`config.mk`:
```
export PLATFORM = sky130hd
export DESIGN_NAME = sldc_damping_cfg
export DESIGN_NICKNAME = d
export VERILOG_FILES = /design/src/sldc_pkg.sv /design/src/sldc_damping_cfg.sv /design/src/sldc_gain_sel.sv
export SDC_FILE = /design/constraint.sdc
export NUM_CORES = 1
export LEC_CHECK = 0
export ABC_AREA = 1
export BUFFER_PORTS_ARGS = -buffer_cell sky130_fd_sc_hd__buf_4
export CORE_MARGIN = 2
export CORE_UTILIZATION = 40
export CTS_BUF_LIST = sky130_fd_sc_hd__clkbuf_8
export DETAILED_ROUTE_END_ITERATION = 6
export HOLD_SLACK_MARGIN = 0.08
export PLACE_DENSITY = 0.73
export SETUP_SLACK_MARGIN = 0.4
export SLEW_MARGIN = 20
export SYNTH_ARGS = -nofsm -noshare
export SYNTH_HDL_FRONTEND = slang
export SYNTH_SLANG_ARGS = --single-unit
```
`constraint.sdc`:
```
create_clock -name mclk -period 0.8 [get_ports mclk]
set_input_delay 0.08 -clock mclk [delete_from_list [all_inputs] [get_ports mclk]]
set_output_delay 0.08 -clock mclk [all_outputs]
set_load 0.1 [all_outputs]
```
`src/sldc_pkg.sv`:
```
// package for the secondary loop damping / detector gain register
// assumes an 8-bit microprocessor port with byte addresses

package sldc_pkg;

    // register map
    localparam logic [7:0] SLDC_ADDR_DAMPING  = 8'h6a;
    localparam logic [7:0] SLDC_RESET_DAMPING = 8'h13;

    // field positions
    localparam int SLDC_GAIN_LSB  = 4;
    localparam int SLDC_GAIN_W    = 3;
    localparam int SLDC_DAMP_LSB  = 0;
    localparam int SLDC_DAMP_W    = 3;
    localparam int SLDC_AUTO_BIT  = 7;

    // writable bits: 6:4 and 2:0; 7 and 3 read zero
    localparam logic [7:0] SLDC_WR_MASK = 8'h77;

    // damping codes
    localparam logic [2:0] SLDC_DAMP_UNUSED0 = 3'h0;
    localparam logic [2:0] SLDC_DAMP_DEFAULT = 3'h3;
    localparam logic [2:0] SLDC_DAMP_MAX     = 3'h5;

    // register access carrier
    typedef struct packed {
        logic       rd;
        logic       wr;
        logic [7:0] addr;
        logic [7:0] wdata;
    } sldc_bus_t;

    // loop settings to the loop filter
    typedef struct packed {
        logic [2:0] damping;
        logic [2:0] pd_gain;
        logic       pd_gain_valid;
    } sldc_loop_cfg_t;

endpackage : sldc_pkg

```
`src/sldc_damping_cfg.sv`:
```
// secondary loop damping / second phase detector gain register
// assumes the microprocessor port strobes are one-cycle and synchronous
//
// Behaviour
// - read/write register at 0x6a sets damping and detector gain
// - bits 6:4 set detector gain for refs at or below 8 kHz, analog
// - gain field used only when the auto gain selection input auto_gain_en is set
// - bits 2:0 select damping; default code 011, factor 5
// - damping codes give gain peaking from 0.4 dB down to 0.03 dB

`timescale 1ns/10ps
`default_nettype none

module sldc_damping_cfg (
    // clock and reset
    input  wire logic                     mclk,
    input  wire logic                     rst_b,
    input  wire logic                     clk_en,
    // microprocessor port
    input  wire sldc_pkg::sldc_bus_t      bus,
    output logic                    [7:0] rdata_reg,
    // loop mode from elsewhere in the device
    input  wire logic                     auto_gain_en,
    input  wire logic                     low_rate_ref,
    input  wire logic                     analog_fb,
    // settings to the loop
    output var sldc_pkg::sldc_loop_cfg_t  loop_cfg_reg
);
    import sldc_pkg::*;

    logic [7:0]  secondary_loop_damping_cfg_reg;
    logic [7:0]  cfg_next;
    logic        hit;
    logic [2:0]  gain_sel;
    logic        gain_valid;
    logic [2:0]  damping_reg;

    ////////////////////////////////////////////////////////////////////////
    // register write
    assign hit = (bus.addr == SLDC_ADDR_DAMPING);
    assign cfg_next = bus.wdata & SLDC_WR_MASK;

    always_ff @(posedge mclk or negedge rst_b) begin
        if (!rst_b) begin
            secondary_loop_damping_cfg_reg <= SLDC_RESET_DAMPING;
        end else if (clk_en && bus.wr && hit) begin
            secondary_loop_damping_cfg_reg <= cfg_next;
        end
    end

    // read data, unmapped reads as zero
    always_ff @(posedge mclk or negedge rst_b) begin
        if (!rst_b) begin
            rdata_reg <= '0;
        end else if (clk_en && bus.rd) begin
            rdata_reg <= hit ? secondary_loop_damping_cfg_reg : '0;
        end
    end

    ////////////////////////////////////////////////////////////////////////
    // gain qualification
    sldc_gain_sel #(
        .W (SLDC_GAIN_W)
    ) u_gain_sel (
        .mclk         (mclk),
        .rst_b        (rst_b),
        .clk_en       (clk_en),
        .auto_gain_en (auto_gain_en),
        .low_rate_ref (low_rate_ref),
        .analog_fb    (analog_fb),
        .field_gain   (secondary_loop_damping_cfg_reg[SLDC_GAIN_LSB +:
                                                      SLDC_GAIN_W]),
        .gain_reg     (gain_sel),
        .valid_reg    (gain_valid)
    );

    // damping code to the loop filter, which sets the peaking
    always_ff @(posedge mclk or negedge rst_b) begin
        if (!rst_b) begin
            damping_reg <= SLDC_DAMP_DEFAULT;
        end else if (clk_en) begin
            damping_reg <= secondary_loop_damping_cfg_reg[
                SLDC_DAMP_LSB +: SLDC_DAMP_W];
        end
    end

    // one driver for the whole carrier; every member is a flop
    assign loop_cfg_reg = '{
        damping       : damping_reg,
        pd_gain       : gain_sel,
        pd_gain_valid : gain_valid
    };

    ////////////////////////////////////////////////////////////////////////
    // checks
    property p_write_reads_back;
        @(posedge mclk) disable iff (!rst_b)
        (clk_en && bus.wr && hit) |=>
            secondary_loop_damping_cfg_reg == ($past(bus.wdata) & SLDC_WR_MASK);
    endproperty
    a_write_reads_back: assert property (p_write_reads_back)
        else $error("register write not stored");

    property p_unused_zero;
        @(posedge mclk) disable iff (!rst_b)
        secondary_loop_damping_cfg_reg[7] == 1'b0 &&
        secondary_loop_damping_cfg_reg[3] == 1'b0;
    endproperty
    a_unused_zero: assert property (p_unused_zero)
        else $error("unused bits set");

    property p_gain_applied;
        @(posedge mclk) disable iff (!rst_b)
        (clk_en && auto_gain_en && low_rate_ref && analog_fb) |=>
            loop_cfg_reg.pd_gain_valid &&
            loop_cfg_reg.pd_gain == $past(secondary_loop_damping_cfg_reg[6:4]);
    endproperty
    a_gain_applied: assert property (p_gain_applied)
        else $error("detector gain not applied");

    property p_gain_ignored;
        @(posedge mclk) disable iff (!rst_b)
        (clk_en && !auto_gain_en) |=> !loop_cfg_reg.pd_gain_valid;
    endproperty
    a_gain_ignored: assert property (p_gain_ignored)
        else $error("gain field used without auto selection");

    property p_damping_follows;
        @(posedge mclk) disable iff (!rst_b)
        clk_en |=> loop_cfg_reg.damping ==
            $past(secondary_loop_damping_cfg_reg[2:0]);
    endproperty
    a_damping_follows: assert property (p_damping_follows)
        else $error("damping code not forwarded");

    // read of the register returns its stored value
    property p_read_returns;
        @(posedge mclk) disable iff (!rst_b)
        (clk_en && bus.rd && hit) |=>
            rdata_reg == $past(secondary_loop_damping_cfg_reg);
    endproperty
    a_read_returns: assert property (p_read_returns)
        else $error("read data differs from register");

    // read of any other address returns zero
    property p_read_other_zero;
        @(posedge mclk) disable iff (!rst_b)
        (clk_en && bus.rd && !hit) |=> rdata_reg == 8'h00;
    endproperty
    a_read_other_zero: assert property (p_read_other_zero)
        else $error("unmapped read not zero");

    // write to another address leaves the register alone
    property p_other_write;
        @(posedge mclk) disable iff (!rst_b)
        (clk_en && bus.wr && !hit) |=>
            $stable(secondary_loop_damping_cfg_reg);
    endproperty
    a_other_write: assert property (p_other_write)
        else $error("register changed by foreign write");

    // read data stands until the next read
    property p_rdata_holds;
        @(posedge mclk) disable iff (!rst_b)
        !(clk_en && bus.rd) |=> $stable(rdata_reg);
    endproperty
    a_rdata_holds: assert property (p_rdata_holds)
        else $error("read data changed without read");

    // clock enable low freezes every piece of state
    property p_freeze;
        @(posedge mclk) disable iff (!rst_b)
        !clk_en |=> $stable(secondary_loop_damping_cfg_reg) &&
            $stable(rdata_reg) && $stable(loop_cfg_reg);
    endproperty
    a_freeze: assert property (p_freeze)
        else $error("state moved with clock enable low");

    // gain field unused for references above the low rate
    property p_low_rate_only;
        @(posedge mclk) disable iff (!rst_b)
        (clk_en && !low_rate_ref) |=> !loop_cfg_reg.pd_gain_valid;
    endproperty
    a_low_rate_only: assert property (p_low_rate_only)
        else $error("gain applied above low rate");

    // gain field unused outside analog feedback
    property p_analog_only;
        @(posedge mclk) disable iff (!rst_b)
        (clk_en && !analog_fb) |=> !loop_cfg_reg.pd_gain_valid;
    endproperty
    a_analog_only: assert property (p_analog_only)
        else $error("gain applied outside analog feedback");

    // ignored field must not reach the detector gain
    property p_gain_held;
        @(posedge mclk) disable iff (!rst_b)
        (clk_en && !(auto_gain_en && low_rate_ref && analog_fb)) |=>
            $stable(loop_cfg_reg.pd_gain);
    endproperty
    a_gain_held: assert property (p_gain_held)
        else $error("detector gain moved while ignored");

    // reset puts the register and outputs at their defaults
    property p_reset_values;
        @(posedge mclk)
        !rst_b |-> secondary_loop_damping_cfg_reg == SLDC_RESET_DAMPING &&
            rdata_reg == 8'h00 && !loop_cfg_reg.pd_gain_valid;
    endproperty
    a_reset_values: assert property (p_reset_values)
        else $error("reset values wrong");

    // reset damping code is the default one
    property p_damping_reset;
        @(posedge mclk)
        !rst_b |-> loop_cfg_reg.damping == SLDC_DAMP_DEFAULT;
    endproperty
    a_damping_reset: assert property (p_damping_reset)
        else $error("reset damping code wrong");

    // unused bits always read back as zero
    property p_read_unused_zero;
        @(posedge mclk) disable iff (!rst_b)
        (clk_en && bus.rd) |=> !rdata_reg[7] && !rdata_reg[3];
    endproperty
    a_read_unused_zero: assert property (p_read_unused_zero)
        else $error("unused bits read as one");

endmodule // sldc_damping_cfg

`default_nettype wire

```
`src/sldc_gain_sel.sv`:
```
// selects the second phase detector gain for the low-rate analog case
// assumes mode inputs synchronous to mclk

`timescale 1ns/10ps
`default_nettype none

module sldc_gain_sel #(
    parameter int W = 3
) (
    // clock and reset
    input  wire logic         mclk,
    input  wire logic         rst_b,
    input  wire logic         clk_en,
    // selection inputs
    input  wire logic         auto_gain_en,
    input  wire logic         low_rate_ref,
    input  wire logic         analog_fb,
    input  wire logic [W-1:0] field_gain,
    // registered result
    output logic      [W-1:0] gain_reg,
    output logic              valid_reg
);

    // field applies only with auto gain, low rate, analog feedback
    always_ff @(posedge mclk or negedge rst_b) begin
        if (!rst_b) begin
            gain_reg  <= '0;
            valid_reg <= 1'b0;
        end else if (clk_en) begin
            valid_reg <= auto_gain_en & low_rate_ref & analog_fb;
            if (auto_gain_en & low_rate_ref & analog_fb) begin
                gain_reg <= field_gain;
            end
        end
    end

endmodule // sldc_gain_sel

`default_nettype wire

```
==> results.md, run 1 <==
- Mapped Cells: 105
- Leak pwr: 0.7785 nW
- Multi-input gate area: 420.4 sq um
- Number of flops mapped to enable cells by yosys: 0
- Skew-Pair Late Insertion Delay: 250 ps
- Share of layout cells above drive strength 1: 62.59%
- Unrepaired setup endpoints after global routing: yes
- Final WL: 2173 um
- Gr usage total: 19.91%
- Ys Warns: 0
- FF+latch count, synth: 19
- Yosys cell types: 14
- Post-synth top cells: 51 x nand2_1, 14 x dfrtp_1, 12 x nand3_1
- Vias/cell: 4.695
- DR iter-0 viols: 7
- Layout fillers: 132
- CTS tree: done
- Outcome: finished with violations
- Post-DP HPWL: 1508 um
- Starting Density: 42.94%
- First-pass GRT wire length: 3774 um
- Ranking of synthesized cells by area: dfrtp_1 41%, nand2_1 22%, dfstp_2 15%, nand3_1 7.0%, inv_1 3.9%
- First-pass iteration count of the detailed router: 4
- Primary FF master, synth: dfrtp_1
- Initial antenna violation count: 0
- Fmax: 885.8 MHz
- Die H: 50.36 um
- Period utilization: 141.1%
- Critical Path Source Type: flop
- Crit-path slowest cell: dfstp_4
- Synth area leader: dfrtp_1
- Final WS setup: -328.9 ps
- Synthesized area: 859.6 sq um
- CP peak stage delay: 630 ps
- Clock skew: 7.234 ps
- Most common cell in the netlist: nand2_1
- Setup TNS: -2808 ps
- Root buf cell: clkbuf_8
- Drt drc: 0
- Detail Route Antenna Nets: 0
- Clock sinks: 19
- Avg WL per Cell: 12.49 um
- Worst path cell trace: buf_12
- Clock Pin Slew Worst Setup and Hold Paths: 70 ps
- Clk buf depth: 2
- DIE AREA: 2536 sq um
- Largest net degree at the start of global routing: 20
- Core box area: 2002 sq um
- CP Class: reg2out
- Worst hold path class: in2async
- CP endpoint kind: primary output
- Top-level I/O count: 39
- Worst hold slack: -321.5 ps
- Port Buffers: 34
- Bufs and invs on worst path: 1
- CP max FO: 2
- GPL Wtd Cong: 0.7591
- Post-layout min period: 1129 ps
- Max-cap violation count: 0
- Num CTS Buffers: 3
- Post-synth ARST share: 100.0%
- Area grow syn2layout: 86.17%
- Arrival time of the worst setup path: 1050 ps
- Syn avg cell area: 8.186 sq um
- Final hold vios: 19
- Power Density: 1305 nW/um^2
- GRT overflow: 0
- Via count: 817
- Row cnt: 16
- CP top delay family: flip-flops
- CTS HTree Levels: 1
- Endpoints failing setup: 14
- Pins Over Slew Limit: 0
- Die X: 50.36 um
- PnR Total Power: 2.089 mW
- Top cell type's share of synthesized area: 40.76%
- Vias in the first global route: 874
- CP required: 720 ps
- Failing checks: negative hold slack, negative setup slack
- Nets@finish: 172
- N_diodes: 0
- Register area share after synthesis: 56.04%
- Reg area: 526.8 sq um
- Peak VDD IR: 1.228 mV
[per-stage QoR]
stage	worst slack (ps)	utilization, %	std cells	area [sq um]
floorplan	-160.3	-	106	993.5
global placement	-149.3	64.50	168	1291
detailed placement	-157.2	64.50	168	1291
CTS	-337.6	78.44	174	1570
global route	-357.6	79.94	174	1600
finish	-328.9	79.94	174	1600
[cells by family after synthesis]
logic type	Yosys count	share of synthesized area (%)
buffers and inverters	14	8.296
flip-flops	19	56.04
other	1	0.4363
AND/OR/NAND/NOR	71	35.23
[what timing repair did]
| item | 4_1_cts | 5_1_grt |
|---|---|---|
| cloned | 1 | 0 |
| buffers inserted | 1 | 0 |
| endpoints found under the setup margin | 32 | 32 |
| resized for setup | 48 | 13 |
| endpoints found under the hold margin | 25 | 24 |
| pin swaps | 18 | 6 |
[layout by cell type (no fill, tap or decap), types with 2 or more instances in the layout]
master    Yosys  final
nand2_4       0      3
clkbuf_8      0      3
dfstp_2       5      3
buf_12        0     14
nand3_2       0      6
buf_4         3     22
nor2_4        0      4
inv_6         0      2
dfstp_4       0      2
conb_1        1      2
nand2_1      51     37
dfrtp_1      14      4
inv_1         9      5
nand3_1      12      6
nand2_2       1     12
dfrtp_4       0     10
buf_6         1      4
[power breakdown]
group	switching, mW	total (mW)	internal (mW)
Clock	0.304	0.650	0.346
Combinational	0.258	0.424	0.167
Sequential	0.0234	1.01	0.991
Total	0.585	2.09	1.50
[cell type report]
| type | instances | share of cell area [%] |
|---|---|---|
| well taps | 27 | 2.111 |
| multi-input cells | 73 | 26.27 |
| flip-flops and latches | 19 | 32.92 |
| clock buffers | 3 | 2.580 |
| clock inverters | 1 | 0.3127 |
| inverters | 10 | 3.597 |
| repair buffers | 41 | 32.21 |
[worst paths after layout]
check                      slack, ps                         startpoint  cells past startpoint                           endpoint
setup reg to reg                 -10                     damping_reg[0]                      2                     damping_reg[0]
min in group mclk                 40                             bus[4]                      3  secondary_loop_damping_cfg_reg[4]
hold reg to reg                  480  secondary_loop_damping_cfg_reg[1]                      2  secondary_loop_damping_cfg_reg[1]
max in group asynchronous        850                              rst_b                      1  secondary_loop_damping_cfg_reg[1]
hold / removal                  -320                              rst_b                      1                       rdata_reg[4]
setup / recovery                -330                     damping_reg[1]                      1                    loop_cfg_reg[5]
[per-layer routing]
| layer | part of all wire [%] | GRT usage (%) | vias up |
|---|---|---|---|
| met2 | 56 | 37.06 | 33 |
| met3 | 5.8 | 4.167 | 2 |
| met4 | 0.83 | 5.856 | 0 |
| met1 | 37 | 22.67 | 383 |
| met5 | 0 | 0 | - |
| li1 | - | - | 399 |
Note: power is estimated with default switching activity, not from simulation.
==> inputs of run 2 (changes only) <==
--- a/config.mk
+++ b/config.mk
@@ -7,7 +7,7 @@
 export LEC_CHECK = 0
 export ABC_AREA = 1
 export BUFFER_PORTS_ARGS = -buffer_cell sky130_fd_sc_hd__buf_4
-export CORE_MARGIN = 2
+export CORE_MARGIN = 5
 export CORE_UTILIZATION = 40
 export CTS_BUF_LIST = sky130_fd_sc_hd__clkbuf_8
 export DETAILED_ROUTE_END_ITERATION = 6
==> constraint.sdc (replaced) <==
create_clock -name mclk -period 0.8 [get_ports mclk]
set_input_delay 0.2 -clock mclk [delete_from_list [all_inputs] [get_ports mclk]]
set_output_delay 0.2 -clock mclk [all_outputs]
set_load 0.1 [all_outputs]
==> results.md, run 2 (synthesized netlist as in run 1, its figures left out) <==
- Outcome: finished with violations
- Failing checks: negative hold slack, negative setup slack
- Post-DP HPWL: 1651 um
- Peak VDD IR: 0.8904 mV
- Worst hold slack: -195.8 ps
- Final WS setup: -470.0 ps
- Worst path cell trace: buf_12
- DR iter-0 viols: 22
- Post-route cell area: 1871 sq um
- Drt drc: 0
- Most frequent cells in the layout: 29 x nand2_1, 19 x buf_4, 17 x buf_12, 16 x nand2_2
- Port Buffers: 34
- Vias in the first global route: 980
- Nets@finish: 182
- CTS tree: done
- CP endpoint kind: primary output
- CP max FO: 2
- Final WL: 3913 um
- Via count: 970
- Share of layout cells above drive strength 1: 73.25%
- Skew-Pair Late Insertion Delay: 250 ps
- Critical Path Source Type: flop
- Post-Place Cells: 170
- Fmax: 787.4 MHz
- Critical path depth: 1
- CP top delay family: flip-flops
- Detail Route Antenna Nets: 0
- Initial antenna violation count: 0
- Num CTS Buffers: 3
- Critical Path Start: damping_reg[1]
- FF-to-FF Start: rdata_reg[2]
- Post-layout min period: 1270 ps
- Reg area: 526.8 sq um
- GRT overflow: 0
- PnR Total Power: 2.218 mW
- Commonest non-fill, non-tap cell in the layout: nand2_1
- N_diodes: 0
- Pins Over Slew Limit: 0
- End of the critical path: loop_cfg_reg[5]
- Clk buf depth: 2
- Row cnt: 16
- Power Density: 1186 nW/um^2
- Endpoints failing setup: 24
- R2R depth: 4
- Unrepaired setup endpoints after global routing: yes
- Placed cell area: 1365 sq um
- Core box area: 2002 sq um
- CTS HTree Levels: 1
- Worst hold path class: in2async
- Multi-input gate area: 516.7 sq um
- CP required: 600 ps
- Die X: 56.36 um
- Clock Pin Slew Worst Setup and Hold Paths: 70 ps
- Crit-path slowest cell: dfstp_4
- Layout fillers: 61
- CP Class: reg2out
- GPL Wtd Cong: 0.8138
- Clock sinks: 19
- Root buf cell: clkbuf_8
- Bufs and invs on worst path: 1
- Vias/cell: 5.272
- Arrival time of the worst setup path: 1070 ps
- Capturing point of the worst reg2reg path: rdata_reg[2]
- Clock skew: 4.418 ps
- First-pass GRT wire length: 4602 um
- Area grow syn2layout: 117.6%
- Final Non-Filler Cells: 184
- First-pass iteration count of the detailed router: 4
- Final hold vios: 14
- Avg WL per Cell: 21.27 um
- Die H: 56.36 um
- Leak pwr: 0.8676 nW
- Gr usage total: 18.85%
- R2R Setup Slk: -110 ps
- Largest net degree at the start of global routing: 20
- DIE AREA: 3176 sq um
- Top-level I/O count: 39
- CP peak stage delay: 640 ps
- Period utilization: 158.8%
- Max-cap violation count: 0
- Starting Density: 42.94%
## run 2: worst min-delay path by stage
stage / startpoint / cells after the start / slack [ps] / endpoint
4_1_cts: rst_b / 1 / -190 / damping_reg[2]
5_1_grt: rst_b / 1 / -180 / u_gain_sel.gain_reg[2]
3_3_place_gp: rst_b / 1 / 80 / u_gain_sel.valid_reg
2_1_floorplan: rst_b / 0 / -100 / secondary_loop_damping_cfg_reg[2]
6_report: rst_b / 1 / -200 / secondary_loop_damping_cfg_reg[6]
3_5_place_dp: rst_b / 1 / 80 / u_gain_sel.valid_reg
## run 2: layout make-up
cell class	instances	share of cell area, %
inverter	10	3.478
clock inverter	1	0.2007
multi-input combinational	73	27.63
timing repair buffer	51	36.52
tap	27	1.806
clock buffer	3	2.207
sequential	19	28.16
## run 2: repair_timing
item / CTS / global route
endpoints found under the hold margin: 19 / 19
pin swaps: 24 / 15
setup buffers: 4 / 5
cloned: 1 / 0
setup endpoints to repair: 32 / 32
resized for setup: 64 / 27
## run 2: report_power, final
group | internal (mW) | total, mW | switching [mW]
Combinational | 0.228 | 0.540 | 0.312
Sequential | 0.991 | 1.02 | 0.0297
Clock | 0.341 | 0.658 | 0.317
Total | 1.56 | 2.22 | 0.658
## run 2: metrics by stage
stage / utilization [%] / setup TNS [ps] / setup WS, ps / hold slack [ps]
3_3_place_gp: 68.19 / -3792 / -270.6 / 78.30
2_1_floorplan: - / -1195 / -163.6 / -95.59
6_report: 93.44 / -5024 / -470.0 / -195.8
5_1_grt: 93.44 / -5544 / -486.6 / -179.9
4_1_cts: 86.44 / -4360 / -450.9 / -187.9
3_5_place_dp: 68.19 / -4423 / -272.3 / 81.01
## run 2: per-layer routing
layer  GRT usage (%)  vias up  part of all wire (%)
li1                -      419                     -
met1           18.31      461                    31
met2           39.23       66                    56
met3           2.752       24                   6.4
met4           6.102        0                   7.0
met5               0        -                     0
==> inputs of run 3 (changes only) <==
--- a/config.mk
+++ b/config.mk
@@ -12,7 +12,7 @@
 export CTS_BUF_LIST = sky130_fd_sc_hd__clkbuf_8
 export DETAILED_ROUTE_END_ITERATION = 6
 export HOLD_SLACK_MARGIN = 0.08
-export PLACE_DENSITY = 0.73
+export PLACE_DENSITY = 0.7
 export SETUP_SLACK_MARGIN = 0.4
 export SLEW_MARGIN = 20
 export SYNTH_ARGS = -nofsm -noshare
==> constraint.sdc (replaced) <==
create_clock -name mclk -period 1.3 [get_ports mclk]
set_input_delay 0.325 -clock mclk [delete_from_list [all_inputs] [get_ports mclk]]
set_output_delay 0.325 -clock mclk [all_outputs]
set_load 0.1 [all_outputs]
==> results.md, run 3 (synthesized netlist as in run 1, its figures left out) <==
- Layout fillers: 141
- Clock skew: 0.9209 ps
- Drt drc: 0
- DIE AREA: 3176 sq um
- CTS tree: done
- Peak VDD IR: 0.5305 mV
- Die X: 56.36 um
- Num CTS Buffers: 3
- Gr usage total: 14.62%
- Avg WL per Cell: 12.97 um
- CP endpoint kind: primary output
- Endpoints failing setup: 2
- Placed cell area: 1246 sq um
- Crit-path slowest cell: dfstp_4
- Multi-input gate area: 397.9 sq um
- Most frequent cells in the layout: 46 x nand2_1, 21 x buf_4, 14 x buf_12, 10 x nand3_2
- CTS HTree Levels: 1
- CP top delay family: flip-flops
- NetSw: 0.3525 mW
- Critical Path Source Type: flop
- Worst hold stages: 3
- R2R depth: 4
- Max-cap violation count: 0
- Skew-Pair Late Insertion Delay: 250 ps
- Via count: 800
- Row cnt: 16
- Port Buffers: 34
- Starting Density: 42.94%
- Flop pwr share: 49.0%
- Share of layout cells above drive strength 1: 54.42%
- CP Class: reg2out
- Clock share of power: 31.8%
- CP required: 980 ps
- Critical path depth: 1
- Worst hold slack: 285.5 ps
- Clock Pin Slew Worst Setup and Hold Paths: 70 ps
- Root buf cell: clkbuf_8
- Worst hold path class: in2reg
- Failing checks: negative setup slack
- P_int: 0.9202 mW
- Fmax: 726.6 MHz
- Worst path cell trace: buf_12
- Power Density: 815.7 nW/um^2
- Core box area: 2002 sq um
- Top-level I/O count: 39
- N_diodes: 0
- Initial antenna violation count: 0
- Util after Layout: 77.94%
- Detail Route Antenna Nets: 0
- Outcome: finished with violations
- CP max FO: 2
- Final hold vios: 0
- Period utilization: 105.9%
- First-pass GRT wire length: 3629 um
- Combinational share of power: 19.2%
- First-pass iteration count of the detailed router: 4
- Commonest non-fill, non-tap cell in the layout: nand2_1
- Leak pwr: 0.7636 nW
- Arrival time of the worst setup path: 1050 ps
- Dpl ws: 99.88 ps
- Unrepaired setup endpoints after global routing: yes
- Pins Over Slew Limit: 0
- Vias in the first global route: 819
- CP peak stage delay: 630 ps
- Area grow syn2layout: 81.51%
- R2R Setup Slk: 430 ps
- DR iter-0 viols: 18
- Post-DP HPWL: 1564 um
- Final WL: 2256 um
- Post-route cell area: 1560 sq um
- Largest net degree at the start of global routing: 20
- Final WS setup: -76.30 ps
- Clk buf depth: 2
- GRT overflow: 0
- Sw frac: 27.69%
- Reg area: 524.3 sq um
- Post-layout min period: 1376 ps
- Bufs and invs on worst path: 1
- Clock sinks: 19
- GPL Wtd Cong: 0.7770
- Nets@finish: 172
- Die H: 56.36 um
- Vias/cell: 4.598
## run 3: area by class of cell
cell class,instances,area share [%]
Clock inverter,1,0.4812
Inverter,10,2.406
Sequential cell,19,33.60
Multi-Input combinational cell,73,25.50
Clock buffer,3,2.646
Tap cell,27,2.165
Timing Repair Buffer,41,33.20
## run 3: power groups by stage
stage               combinational, mW  clock [mW]  sequential [mW]
floorplan                      0.0845           0            0.671
global placement                0.201           0            0.630
detailed placement              0.205           0            0.631
CTS                             0.230       0.413            0.623
global route                    0.262       0.453            0.624
finish                          0.244       0.405            0.623
## run 3: per-stage QoR
step / TNS, ps / std cells / power (mW)
after floorplan: 0 / 106 / 0.7550
after global placement: 0 / 164 / 0.8312
after detailed placement: 0 / 164 / 0.8354
after CTS: -161.1 / 171 / 1.266
after global routing: -213.7 / 174 / 1.340
final: -149.7 / 174 / 1.273
## run 3: what timing repair did
item                                    CTS  global route
gates resized for setup                  39            11
pin swaps                                 0             3
cloned                                    0             1
endpoints found under the setup margin   13            15
buffers inserted                          2             2
hold buffers                              1             0
hold endpoints to repair                 14             0
## run 3: final timing paths
| path | start | endpoint |
|---|---|---|
| max | damping_reg[1] | loop_cfg_reg[5] |
| min | bus[0] | secondary_loop_damping_cfg_reg[0] |
| max reg2reg | u_gain_sel.valid_reg | u_gain_sel.valid_reg |
| min reg2reg | secondary_loop_damping_cfg_reg[1] | secondary_loop_damping_cfg_reg[1] |
| max in group asynchronous | rst_b | secondary_loop_damping_cfg_reg[4] |
| min in group asynchronous | rst_b | damping_reg[2] |
## run 3: per-layer routing
| metal | vias up | part of all wire [%] | GRT usage [%] |
|---|---|---|---|
| met3 | 2 | 6.6 | 4.358 |
| li1 | 397 | - | - |
| met5 | - | 0 | 0 |
| met4 | 0 | 1.1 | 6.102 |
| met1 | 372 | 39 | 17.29 |
| met2 | 29 | 53 | 24.54 |
